`src/design/tfs_cfg.svh`:
```
// constants of the test flag serial check unit
`ifndef TFS_CFG_SVH
`define TFS_CFG_SVH

// widths
`define TFS_ACC_W 24
`define TFS_CNT_W 5
`define TFS_PC_W 15
`define TFS_ADDR_W 8

// register byte offsets
`define TFS_OFF_INSTR 8'h00
`define TFS_OFF_ACC 8'h04
`define TFS_OFF_STATUS 8'h08
`define TFS_OFF_PC 8'h0C

// status field positions
`define TFS_ST_FLAG 0
`define TFS_ST_BUSY 1
`define TFS_ST_CARRY 2
`define TFS_ST_CNT_LSB 8
`define TFS_ST_CNT_MSB 12

// command word fields
`define TFS_OPC_MSB 23
`define TFS_OPC_LSB 18
`define TFS_FN_MSB 14
`define TFS_FN_LSB 6
`define TFS_K_MSB 4
`define TFS_OPC_GEN1 6'h05
`define TFS_FN_BITCLR 9'h1C5
`define TFS_FN_SET 9'h1C3
`define TFS_FN_CLR 9'h1C2
`define TFS_WORD_NONZERO 24'h140978

// counts
`define TFS_CNT_END 5'h1F
`define TFS_SHIFTS_LAST 5'h17

// reset values
`define TFS_RST_ACC 24'h000000
`define TFS_RST_IR 24'h000000
`define TFS_RST_PC 15'h0000
`define TFS_RST_CNT 5'h00
`define TFS_RST_DATA 32'h00000000

`endif

```
`src/design/tfs_pkg.sv`:
```
// types of the test flag serial check unit
package tfs_pkg;

  typedef enum logic [1:0] {
    TFS_IDLE,
    TFS_EXEC4,
    TFS_SHIFT,
    TFS_DONE
  } tfs_state_t;

  typedef enum logic [2:0] {
    TFS_OP_NONE,
    TFS_OP_CLR,
    TFS_OP_SET,
    TFS_OP_BITCLR,
    TFS_OP_NONZERO
  } tfs_op_t;

endpackage : tfs_pkg

```
`src/design/tfs_serial_adder.sv`:
```
// one-bit serial full adder
`timescale 1ns/1ps
module tfs_serial_adder import tfs_pkg::*; (
  // operands
  input wire logic in_a,
  input wire logic in_b,
  input wire logic carry_in,
  // results
  output logic sum,
  output logic carry_out
);

  always_comb begin
    sum = in_a ^ in_b ^ carry_in;
    carry_out = (in_a & in_b) | (in_a & carry_in) | (in_b & carry_in);
  end

endmodule : tfs_serial_adder

```
`src/design/tfs_shift_counter.sv`:
```
// five-bit shift counter with load and increment
`timescale 1ns/1ps
`include "tfs_cfg.svh"
module tfs_shift_counter import tfs_pkg::*; (
  // clock and reset
  input wire logic clk,
  input wire logic rst,
  // control
  input wire logic load,
  input wire logic [`TFS_CNT_W-1:0] load_value,
  input wire logic inc,
  // value
  output logic [`TFS_CNT_W-1:0] count
);

  typedef struct packed {
    logic [`TFS_CNT_W-1:0] count;
  } tfs_cnt_reg_t;

  tfs_cnt_reg_t r;
  tfs_cnt_reg_t next_r;

  // load wins over increment; wraps at the top
  always_comb begin
    next_r = r;
    if (load) begin
      next_r.count = load_value;
    end else if (inc) begin
      next_r.count = r.count + `TFS_CNT_W'(1);
    end
  end

  always_ff @(posedge clk) begin
    if (rst) begin
      r.count <= `TFS_RST_CNT;
    end else begin
      r <= next_r;
    end
  end

  assign count = r.count;

endmodule : tfs_shift_counter

```
`src/design/tfs_test_flag_unit.sv`:
```
// test flag serial check unit: command execution with apb register access
`timescale 1ns/1ps
`include "tfs_cfg.svh"
module tfs_test_flag_unit import tfs_pkg::*; (
  // clock and reset
  input wire logic clk,
  input wire logic rst,
  // apb slave
  input wire logic psel,
  input wire logic penable,
  input wire logic pwrite,
  input wire logic [`TFS_ADDR_W-1:0] paddr,
  input wire logic [31:0] pwdata,
  output logic [31:0] prdata,
  output logic pready,
  output logic pslverr,
  // processor side
  output logic condition_test_flag,
  output logic busy,
  output logic interrupt_accept,
  output logic [`TFS_PC_W-1:0] program_counter
);

  ////////////////////////////////////////////////////////////////////////////
  // state

  typedef struct packed {
    tfs_state_t state;
    tfs_op_t op;
    logic [`TFS_ACC_W-1:0] ir;
    logic [`TFS_ACC_W-1:0] acc;
    logic flag;
    logic carry;
    logic [`TFS_CNT_W-1:0] steps;
    logic [`TFS_PC_W-1:0] pc;
    logic busy;
    logic done_pulse;
    logic pready;
    logic pslverr;
    logic [31:0] prdata;
  } tfs_main_reg_t;

  tfs_main_reg_t r;
  tfs_main_reg_t next_r;

  logic [`TFS_CNT_W-1:0] count;
  logic cnt_load;
  logic cnt_inc;
  logic adder_a;
  logic adder_b;
  logic adder_sum;
  logic shifting;
  logic at_end;
  logic access;
  logic wr_take;
  logic rd_take;
  tfs_op_t decoded;

  ////////////////////////////////////////////////////////////////////////////
  // helpers

  tfs_shift_counter u_counter (
    .clk(clk),
    .rst(rst),
    .load(cnt_load),
    .load_value(~r.ir[`TFS_K_MSB:0]),
    .inc(cnt_inc),
    .count(count)
  );

  tfs_serial_adder u_adder (
    .in_a(adder_a),
    .in_b(adder_b),
    .carry_in(r.carry),
    .sum(adder_sum),
    .carry_out()
  );

  // command decode of the written word
  always_comb begin
    decoded = TFS_OP_NONE;
    if (pwdata[`TFS_ACC_W-1:0] == `TFS_WORD_NONZERO) begin
      decoded = TFS_OP_NONZERO;
    end else if (pwdata[`TFS_OPC_MSB:`TFS_OPC_LSB] == `TFS_OPC_GEN1) begin
      if (pwdata[`TFS_FN_MSB:`TFS_FN_LSB] == `TFS_FN_BITCLR && !pwdata[5]) begin
        decoded = TFS_OP_BITCLR;
      end else if (pwdata[`TFS_FN_MSB:`TFS_FN_LSB] == `TFS_FN_SET) begin
        decoded = TFS_OP_SET;
      end else if (pwdata[`TFS_FN_MSB:`TFS_FN_LSB] == `TFS_FN_CLR) begin
        decoded = TFS_OP_CLR;
      end
    end
  end

  ////////////////////////////////////////////////////////////////////////////
  // datapath steering

  always_comb begin
    at_end = (count == `TFS_CNT_END);
    // nonzero test stops at the counter end; the others run a fixed 24
    // stop at end
    if (r.op == TFS_OP_NONZERO) begin
      shifting = (r.state == TFS_SHIFT) && !at_end;
    end else begin
      shifting = (r.state == TFS_SHIFT);
    end
    cnt_load = (r.state == TFS_EXEC4);
    cnt_inc = shifting;
    adder_a = (r.op == TFS_OP_BITCLR) ? ~r.acc[0] : r.acc[0];
    adder_b = 1'b0;
  end

  ////////////////////////////////////////////////////////////////////////////
  // next state

  always_comb begin
    next_r = r;
    next_r.done_pulse = 1'b0;
    access = psel && penable;
    wr_take = access && r.pready && pwrite;
    rd_take = access && !r.pready && !pwrite;

    case (r.state)
      TFS_IDLE: begin
        next_r.carry = 1'b0;
      end
      TFS_EXEC4: begin
        next_r.steps = `TFS_RST_CNT;
        if (r.op == TFS_OP_CLR) begin
          next_r.flag = 1'b0;
        end
        if (r.op == TFS_OP_SET) begin
          next_r.flag = 1'b1;
        end
        next_r.carry = (r.op == TFS_OP_BITCLR);
        next_r.state = TFS_SHIFT;
      end
      TFS_SHIFT: begin
        if (shifting) begin
          next_r.acc = {adder_sum, r.acc[`TFS_ACC_W-1:1]};
          next_r.steps = r.steps + `TFS_CNT_W'(1);
          if (r.op == TFS_OP_BITCLR && at_end && !r.acc[0]) begin
            next_r.flag = 1'b1;
          end
          if (r.op == TFS_OP_NONZERO && r.acc[0]) begin
            next_r.flag = 1'b1;
          end
          if (r.op != TFS_OP_NONZERO && r.steps == `TFS_SHIFTS_LAST) begin
            next_r.state = TFS_DONE;
          end
        end else begin
          next_r.state = TFS_DONE;
        end
      end
      TFS_DONE: begin
        next_r.pc = r.pc + `TFS_PC_W'(1);
        next_r.carry = 1'b0;
        next_r.busy = 1'b0;
        next_r.done_pulse = 1'b1;
        next_r.state = TFS_IDLE;
      end
      default: begin
        next_r.state = TFS_IDLE;
      end
    endcase

    // apb: pready rises one cycle into the access phase
    next_r.pready = access && !r.pready;
    if (access && !r.pready) begin
      next_r.prdata = `TFS_RST_DATA;
      next_r.pslverr = 1'b0;
      if (paddr == `TFS_OFF_INSTR) begin
        next_r.prdata[`TFS_ACC_W-1:0] = r.ir;
        next_r.pslverr = pwrite && (r.busy || decoded == TFS_OP_NONE);
      end else if (paddr == `TFS_OFF_ACC) begin
        next_r.prdata[`TFS_ACC_W-1:0] = r.acc;
        next_r.pslverr = pwrite && r.busy;
      end else if (paddr == `TFS_OFF_STATUS) begin
        next_r.prdata[`TFS_ST_FLAG] = r.flag;
        next_r.prdata[`TFS_ST_BUSY] = r.busy;
        next_r.prdata[`TFS_ST_CARRY] = r.carry;
        next_r.prdata[`TFS_ST_CNT_MSB:`TFS_ST_CNT_LSB] = count;
        next_r.pslverr = pwrite && r.busy;
      end else if (paddr == `TFS_OFF_PC) begin
        next_r.prdata[`TFS_PC_W-1:0] = r.pc;
        next_r.pslverr = pwrite && r.busy;
      end else begin
        next_r.pslverr = 1'b1;
      end
      if (!rd_take) begin
        next_r.prdata = `TFS_RST_DATA;
      end
    end

    // writes act only at the edge that completes the transfer
    // busy blocks every write, so no write races the command datapath
    if (wr_take && !r.pslverr) begin
      if (paddr == `TFS_OFF_INSTR) begin
        next_r.ir = pwdata[`TFS_ACC_W-1:0];
        next_r.op = decoded;
        next_r.busy = 1'b1;
        next_r.state = TFS_EXEC4;
      end else if (paddr == `TFS_OFF_ACC) begin
        next_r.acc = pwdata[`TFS_ACC_W-1:0];
      end else if (paddr == `TFS_OFF_STATUS) begin
        next_r.flag = pwdata[`TFS_ST_FLAG];
      end else if (paddr == `TFS_OFF_PC) begin
        next_r.pc = pwdata[`TFS_PC_W-1:0];
      end
    end
  end

  ////////////////////////////////////////////////////////////////////////////
  // registers

  always_ff @(posedge clk) begin
    if (rst) begin
      r.state <= TFS_IDLE;
      r.op <= TFS_OP_NONE;
      r.ir <= `TFS_RST_IR;
      r.acc <= `TFS_RST_ACC;
      r.flag <= 1'b0;
      r.carry <= 1'b0;
      r.steps <= `TFS_RST_CNT;
      r.pc <= `TFS_RST_PC;
      r.busy <= 1'b0;
      r.done_pulse <= 1'b0;
      r.pready <= 1'b0;
      r.pslverr <= 1'b0;
      r.prdata <= `TFS_RST_DATA;
    end else begin
      r <= next_r;
    end
  end

  assign prdata = r.prdata;
  assign pready = r.pready;
  assign pslverr = r.pslverr;
  assign condition_test_flag = r.flag;
  assign busy = r.busy;
  assign interrupt_accept = r.done_pulse;
  assign program_counter = r.pc;
endmodule : tfs_test_flag_unit

```
`config.mk`:
```
export PLATFORM = sky130hd
export DESIGN_NAME = tfs_test_flag_unit
export DESIGN_NICKNAME = d
export VERILOG_FILES = /design/src/design/tfs_pkg.sv /design/src/design/tfs_serial_adder.sv /design/src/design/tfs_shift_counter.sv /design/src/design/tfs_test_flag_unit.sv
export VERILOG_INCLUDE_DIRS = /design/src /design/src/design
export SDC_FILE = /design/constraint.sdc
export NUM_CORES = 1
export LEC_CHECK = 0
export BUFFER_PORTS_ARGS = -buffer_cell sky130_fd_sc_hd__clkbuf_2
export CAP_MARGIN = 10
export CELL_PAD_IN_SITES_DETAIL_PLACEMENT = 0
export CELL_PAD_IN_SITES_GLOBAL_PLACEMENT = 1
export CORE_MARGIN = 3
export CORE_UTILIZATION = 38
export CTS_CLUSTER_DIAMETER = 80
export DETAILED_ROUTE_END_ITERATION = 12
export PLACE_DENSITY_LB_ADDON = 0.25
export SYNTH_ARGS = -nofsm -noshare
export SYNTH_HDL_FRONTEND = slang
export SYNTH_SLANG_ARGS = --single-unit
```
`constraint.sdc`:
```
create_clock -name clk -period 2 [get_ports clk]
set_clock_uncertainty 0.15 [all_clocks]
set_input_delay 0.2 -clock clk [delete_from_list [all_inputs] [get_ports clk]]
set_output_delay 0.2 -clock clk [all_outputs]
set_load 0.02 [all_outputs]
```
==> metrics.md, run 1 <==
| Metric | Value |
|---|---|
| Setup-failing EPs final | 0 |
| Status | completed |
| Min Tclk post-route | 1.99 ns |
| Clock power share | 34.3% |
| Commonest non-fill, non-tap cell in the layout | dfxtp_1 |
| NetSw | 1.41 mW |
| Core outline area | 14000 µm² |
| Initial Util | 39.2% |
| Met3 routed WL | 689 µm |
| Avg Vias per Cell | 5.37 |
| Layout area overhead | 19.7% |
| Cts bufs inserted | 9 |
| Row Count | 43 |
| Critical path peak fanout | 2 |
| Switching portion of total power | 28.2% |
| WP data arrival | 2.13 ns |
| Hold WC Path Type | input port to flop |
| Pin count of the biggest net entering global routing | 102 |
| Min setup slack post-route | 0.00855 ns |
| Worst-case reg-to-reg path depth | 9 |
| FILL cells | 1388 |
| # clock sinks | 108 |
| Number of max-cap violations | 0 |
| Clk_lat worst skew | 0.36 ns |
| Final nets | 763 |
| Synth Cell Area | 5510 µm² |
| Residual DRC count | 0 |
| Number of hold violations in the final report | 0 |
| M1 wire length | 7.30 mm |
| Async S/R FF share, synth | 0% |
| Boundary Pins | 97 |
| Grt ovf | 0 |
| Synthesized flop and latch total | 108 |
| Reg power frac | 45.6% |
| WL met2 | 7.69 mm |
| Hpwl dp | 11.4 mm |
| Routed Antenna Nets | 0 |
| Chip Width | 126 µm |
| Register area | 2160 µm² |
| Ys flop type | dfxtp_1 |
| Dpl ws | -0.0893 ns |
| Area of the die | 16000 µm² |
| Share of layout cells above drive strength 1 | 26.5% |
| GRT Overall Usage | 19.7% |
| Bufs and invs on worst path | 1 |
| Post-synth EDFFs | 0 |
| Delay-heaviest family, CP | compound AO/OA/AOI/OAI gates |
| Max incr delay on CP | 0.36 ns |
| Top sig layer | met4 |
| CTS root buffer | clkbuf_16 |
| Post-synthesis sequential area ratio | 39.2% |
| Final Max Tran Viols | 0 |
| Drt pass-1 iters | 5 |
| Commonest non-fill, non-tap cells in the layout | dfxtp_1 (106), clkbuf_2 (79), nor2_1 (75) |
| Hold Crit Endpoint | r[89]$_SDFFE_PP0P_ |
| Vias in the first global route | 4633 |
| Diodes inserted | 0 |
| Syn Inst Count | 637 |
| Max Clk Rate | 502 MHz |
| Unrepaired setup endpoints after global routing | yes |
| Pwr Density | 758 nW/µm² |
| CTS clk-pin slew, worst paths | 0.07 ns |
| Vias | 4803 |
| Worst reg2reg endpoint | condition_test_flag$_SDFF_PP0_ |
| Htree depth | 3 |
| Area after DPL | 6090 µm² |
| Crit. End Element | flop |
| Pwr Total | 5.00 mW |
| Post-synth cell types | 52 |
| Setup slack, reg-to-reg | 0.009 ns |
| Multi-input gate area | 2920 µm² |
| Antenna violations before repair | 0 |
| Critical path's most frequent cell | ha_4 |
| Comb power frac | 20.1% |
| DR iter-0 viols | 319 |
| Routed len/inst | 18.0 µm |
| Routed WL | 16.1 mm |
| Final Cell Area | 6600 µm² |
| Tcrit/Tclk final | 99.6% |
| Syn avg cell area | 8.65 µm² |
| Largest vdd supply drop | 0.419 mV |
| CTS Buffer Depth | 2 |
| Hold_sp | pwdata[7] |
| Die Y | 126 µm |
| WS Path Type | flop to flop |
| First-pass GRT wire length | 24.9 mm |
| Placer Congestion | 0.833 |
| Crit start category | flop |
| Reg2Reg Launch Point | u_counter.count[1]$_SDFFE_PP0P_ |
| Worst-path cell chain | ha_4 > and3_4 > ha_4 > buf_6 > nand2b_4 > o22ai_2 > a211oi_2 > a311o_1 > a21oi_2 |
| Leakage power | 2.72 nW |
| CTS tree | done |
| Port bufs | 80 |
| Internal power | 3.59 mW |
| Hold Path Depth | 3 |
| CP required | 2.14 ns |
| Crit-path slowest cell | a311o_1 |
| Ys Warns | 0 |
## worst register-to-register path, cell delays in order, from the launching register on
cell	delay, ns
dfxtp_2	0.34
ha_4	0.16
and3_4	0.18
ha_4	0.16
buf_6	0.11
nand2b_4	0.12
o22ai_2	0.13
a211oi_2	0.09
a311o_1	0.36
a21oi_2	0.13
## Yosys cell counts, types with 7 or more instances
cell type	number	area share, %
a221oi_1	9	1.4
nand3_1	11	1.0
clkbuf_1	28	1.9
nor2_1	75	5.1
mux2i_1	40	7.3
nand2_1	63	4.3
buf_2	7	0.64
ha_1	8	1.8
xnor2_1	13	2.1
inv_1	10	0.68
nor4_1	8	0.91
nand4_1	8	0.91
a211oi_1	45	6.1
mux2_2	18	3.7
a21oi_1	45	4.1
a22oi_1	17	2.3
a21o_1	9	1.2
dfxtp_1	108	39
buf_4	52	7.1
## metrics by stage
stage	hold slack [ns]	util, %	setup TNS, ns	instances
floorplan	0.190	-	0	644
global placement	0.286	43.4	-0.227	867
detailed placement	0.288	43.4	-0.799	867
CTS	0.0101	46.1	-0.102	892
global route	0.0435	47.0	-0.0560	894
finish	0.0142	47.0	0	894
## power by group through the flow
stage                     registers [mW]  clock network [mW]  logic [mW]
after floorplan                     2.31                   0       0.586
after global placement              2.30                   0       0.916
after detailed placement            2.30                   0       0.931
after CTS                           2.25                1.74       0.966
after global routing                2.29                1.82        1.08
final                               2.28                1.72        1.00
## cells by family after synthesis
logic type	synth area share, %
AND/OR/NAND/NOR	17.4
AO/OA/AOI/OAI	17.0
flip-flops	39.2
buffers and inverters	10.5
multiplexers	10.9
XOR/XNOR	3.02
adder cells (fa/ha/maj)	1.82
other	0.0680
## timing repair
action	in CTS	in global routing
endpoints found under the hold margin	11	0
setup endpoints to repair	28	37
resized for setup	4	21
pin swaps	7	9
gates cloned	0	0
buffers inserted	0	3
hold buffers	10	0
## metal layers
| metal | GRT usage, % | vias to the layer above |
|---|---|---|
| met5 | 0 | - |
| met1 | 26.0 | 2301 |
| met4 | 7.89 | 0 |
| li1 | - | 2361 |
| met3 | 2.78 | 23 |
| met2 | 32.5 | 118 |
## sequential cells by signal, indices dropped and copies added (netlist names)
signal and flops:
program_counter 15, pready 1, prdata 24, busy 1
pslverr 1, condition_test_flag 1, r 59, interrupt_accept 1
u_counter.count 5
## worst max path at each step
stage / depth (start not counted) / slack [ns] / start / to
floorplan: 9 / 0.03 / u_counter.count[0]$_SDFFE_PP0P_ / u_counter.count[4]$_SDFFE_PP0P_
global placement: 7 / -0.03 / paddr[7] / prdata[11]$_SDFFE_PP0P_
detailed placement: 9 / -0.09 / u_counter.count[0]$_SDFFE_PP0P_ / r[53]$_SDFFE_PP0P_
CTS: 8 / -0.02 / u_counter.count[1]$_SDFFE_PP0P_ / r[59]$_SDFF_PP0_
global route: 9 / -0.06 / u_counter.count[1]$_SDFFE_PP0P_ / condition_test_flag$_SDFF_PP0_
finish: 9 / 0.009 / u_counter.count[1]$_SDFFE_PP0P_ / condition_test_flag$_SDFF_PP0_
## cell type report
type	instances	share of cell area, %
timing repair buffer	145	14.9
tap	180	3.41
multi-input combinational	436	44.3
sequential	108	32.8
clock buffer	13	3.95
clock inverter	2	0.152
inverter	10	0.569
No activity file was read; power rests on OpenSTA's default activity.
==> run 2, diff against run 1 <==
- ABC_AREA: default -> 1
- CORE_UTILIZATION: 38 -> 36
==> metrics.md, run 2 <==
| Metric | Value |
|---|---|
| Status | completed (unchanged) |
| First-pass GRT wire length | 28.8 mm (was 24.9 mm) |
| Final Cell Area | 6870 µm² (was 6600 µm²) |
| Final Util | 44.5% (was 47.0%) |
| Tcrit/Tclk final | 96.6% (was 99.6%) |
| CP required | 2.13 ns (was 2.14 ns) |
| Post-synth top area share | 37.5% (was 39.2%) |
| CTS root buffer | clkbuf_16 (unchanged) |
| Max Clk Rate | 517 MHz (was 502 MHz) |
| Post-synth top cells | nand2_1 (207), dfxtp_1 (108), o21ai_0 (84) (was dfxtp_1 (108), nor2_1 (75), nand2_1 (63)) |
| Cts bufs inserted | 9 (unchanged) |
| Crit start category | flop (unchanged) |
| Synthesized flop and latch total | 108 (unchanged) |
| Vias in the first global route | 5493 (was 4633) |
| Row Count | 45 (was 43) |
| Share of layout cells above drive strength 1 | 19.6% (was 26.5%) |
| GRT Overall Usage | 20.3% (was 19.7%) |
| Commonest non-fill, non-tap cell in the layout | nand2_1 (was dfxtp_1) |
| Die Y | 133 µm (was 126 µm) |
| Htree depth | 3 (unchanged) |
| Avg Vias per Cell | 5.00 (was 5.37) |
| Syn Inst Count | 837 (was 637) |
| Drt pass-1 iters | 4 (was 5) |
| Top reg by flops | r (unchanged) |
| Area of the die | 17600 µm² (was 16000 µm²) |
| Critical path peak fanout | 7 (was 2) |
| Vias | 5627 (was 4803) |
| Crit. End Element | flop (unchanged) |
| WP data arrival | 2.06 ns (was 2.13 ns) |
| Initial Util | 37.4% (was 39.2%) |
| Async S/R FF share, synth | 0% (unchanged) |
| Synth Cell Area | 5760 µm² (was 5510 µm²) |
| Pin count of the biggest net entering global routing | 71 (was 102) |
| Max reg flops | 59 (unchanged) |
| Post-synth cell types | 34 (was 52) |
| Largest vdd supply drop | 0.492 mV (was 0.419 mV) |
| Synth area leaders | dfxtp_1 (38%), nand2_1 (13%), o21ai_0 (7.3%) (was dfxtp_1 (39%), mux2i_1 (7.3%), buf_4 (7.1%)) |
| Final nets | 963 (was 763) |
| Residual DRC count | 0 (unchanged) |
| Count leader, synth | nand2_1 (was dfxtp_1) |
| Chip Width | 133 µm (was 126 µm) |
| WS Path Type | flop to flop (unchanged) |
| Leakage power | 2.81 nW (was 2.72 nW) |
| Layout area overhead | 19.1% (was 19.7%) |
| Ys Warns | 0 (unchanged) |
| Hpwl dp | 12.9 mm (was 11.4 mm) |
| Final Max Tran Viols | 0 (unchanged) |
| Worst hold slack | 0.0392 ns (was 0.0142 ns) |
| Hold WC Path Type | input port to flop (unchanged) |
| Routed Antenna Nets | 0 (unchanged) |
| Placer Congestion | 0.854 (was 0.833) |
| # clock sinks | 108 (unchanged) |
| Diodes inserted | 0 (unchanged) |
| Ys flop type | dfxtp_1 (unchanged) |
| Core outline area | 15400 µm² (was 14000 µm²) |
| DR iter-0 viols | 354 (was 319) |
| Port bufs | 80 (unchanged) |
| CTS Buffer Depth | 2 (unchanged) |
| Commonest non-fill, non-tap cells in the layout | nand2_1 (206), dfxtp_1 (104), o21ai_0 (84) (was dfxtp_1 (106), clkbuf_2 (79), nor2_1 (75)) |
| Clk_lat worst skew | 0.35 ns (was 0.36 ns) |
| CTS clk-pin slew, worst paths | 0.07 ns (about the same) |
| Register area | 2170 µm² (was 2160 µm²) |
| Syn avg cell area | 6.89 µm² (was 8.65 µm²) |
| Setup-failing EPs final | 0 (unchanged) |
| Number of hold violations in the final report | 0 (unchanged) |
| Routed len/inst | 15.6 µm (was 18.0 µm) |
| Routed WL | 17.6 mm (was 16.1 mm) |
| Area after DPL | 6270 µm² (was 6090 µm²) |
| FILL cells | 1658 (was 1388) |
| Synth area leader | dfxtp_1 (unchanged) |
| CTS tree | done (unchanged) |
| Boundary Pins | 97 (unchanged) |
| Number of max-cap violations | 0 (unchanged) |
| Antenna violations before repair | 0 (unchanged) |
| Grt ovf | 0 (unchanged) |
| Post-synthesis sequential area ratio | 37.5% (was 39.2%) |
| Min Tclk post-route | 1.93 ns (was 1.99 ns) |
| Pwr Density | 762 nW/µm² (was 758 nW/µm²) |
| Multi-input gate area | 2860 µm² (was 2920 µm²) |
| Post-synth EDFFs | 0 (unchanged) |
-- run 2: cell types whose count changed after synthesis, sizes merged, moves of 13 or more --
cell / previous run / this run
a22oi: 17 / 0
mux2i: 40 / 0
o21ai: 2 / 84
nand2: 63 / 209
o211ai: 1 / 14
a211oi: 45 / 0
a31oi: 1 / 29
mux2: 18 / 0
inv: 10 / 73
a21oi: 46 / 73
nand3: 11 / 41
-- run 2: cells by family (layout without fill, tap and decap cells) --
kind of cell | Yosys count | after routing | share of synthesized area, %
AOI/OAI and AO/OA | 205 | 205 | 19.3
buffers and inverters | 160 | 231 | 14.4
DFF | 108 | 108 | 37.5
and+or+nand+nor | 343 | 343 | 25.2
other | 1 | 8 | 0.0651
adders and majority gates | 8 | 8 | 1.74
xor gates and xnor gates | 12 | 12 | 1.82
-- run 2: per-layer routing --
metal	part of all wire [%]	global-route usage, %
met5	0	0
met4	2.0	5.48
met3	6.0	4.18
met2	46	33.2
met1	46	27.2
-- run 2: what timing repair did --
item	in CTS	in global routing
cloned	0	0
pin swaps	0	6
gates resized for setup	4	21
hold buffers	15	0
setup buffers	0	6
endpoints found under the setup margin	8	33
hold endpoints to repair	15	0
-- run 2: per-stage QoR --
stage | power, mW | setup WS, ns | instances | TNS, ns
2_1_floorplan | 2.81 | 0.135 | 844 | 0
3_3_place_gp | 3.18 | 0.0513 | 1089 | 0
3_5_place_dp | 3.20 | -0.0378 | 1089 | -0.139
4_1_cts | 5.13 | -0.00807 | 1120 | -0.0400
5_1_grt | 5.48 | -0.0538 | 1126 | -0.599
6_report | 5.23 | 0.0671 | 1126 | 0
-- run 2: layout make-up --
type | count | share of cell area (%)
flip-flops and latches | 108 | 31.6
inverters | 73 | 4.03
clock inverters | 3 | 0.638
multi-input cells | 576 | 41.7
clock buffers | 13 | 3.94
repair buffers | 142 | 14.3
well taps | 211 | 3.85
-- run 2: where the power goes --
part           internal, mW  leakage [nW]  switching [mW]
Sequential             2.22         0.872          0.0788
Combinational         0.431          1.79           0.601
Clock                  1.08         0.156           0.817
-- run 2: worst max-delay path, stage by stage, from the launching register on --
cell     delay (ns)
dfxtp_2        0.38
ha_4           0.15
nand2_1        0.07
nor2_1         0.13
ha_2           0.20
nand4_1        0.11
nand2_2        0.15
buf_12         0.14
buf_4          0.15
nand2_1        0.06
a31oi_1        0.16
-- run 2: final timing paths --
| check | cells after the start | startpoint | slack [ns] | endpoint |
|---|---|---|---|---|
| worst max-delay path | 10 | u_counter.count[0]$_SDFFE_PP0P_ | 0.07 | r[75]$_SDFF_PP0_ |
| worst min-delay path | 3 | pwdata[6] | 0.04 | r[88]$_SDFFE_PP0P_ |
| worst min register to register | 2 | prdata[7]$_SDFFE_PP0P_ | 0.32 | prdata[7]$_SDFFE_PP0P_ |
| worst max register to register | 10 | u_counter.count[0]$_SDFFE_PP0P_ | 0.07 | r[75]$_SDFF_PP0_ |
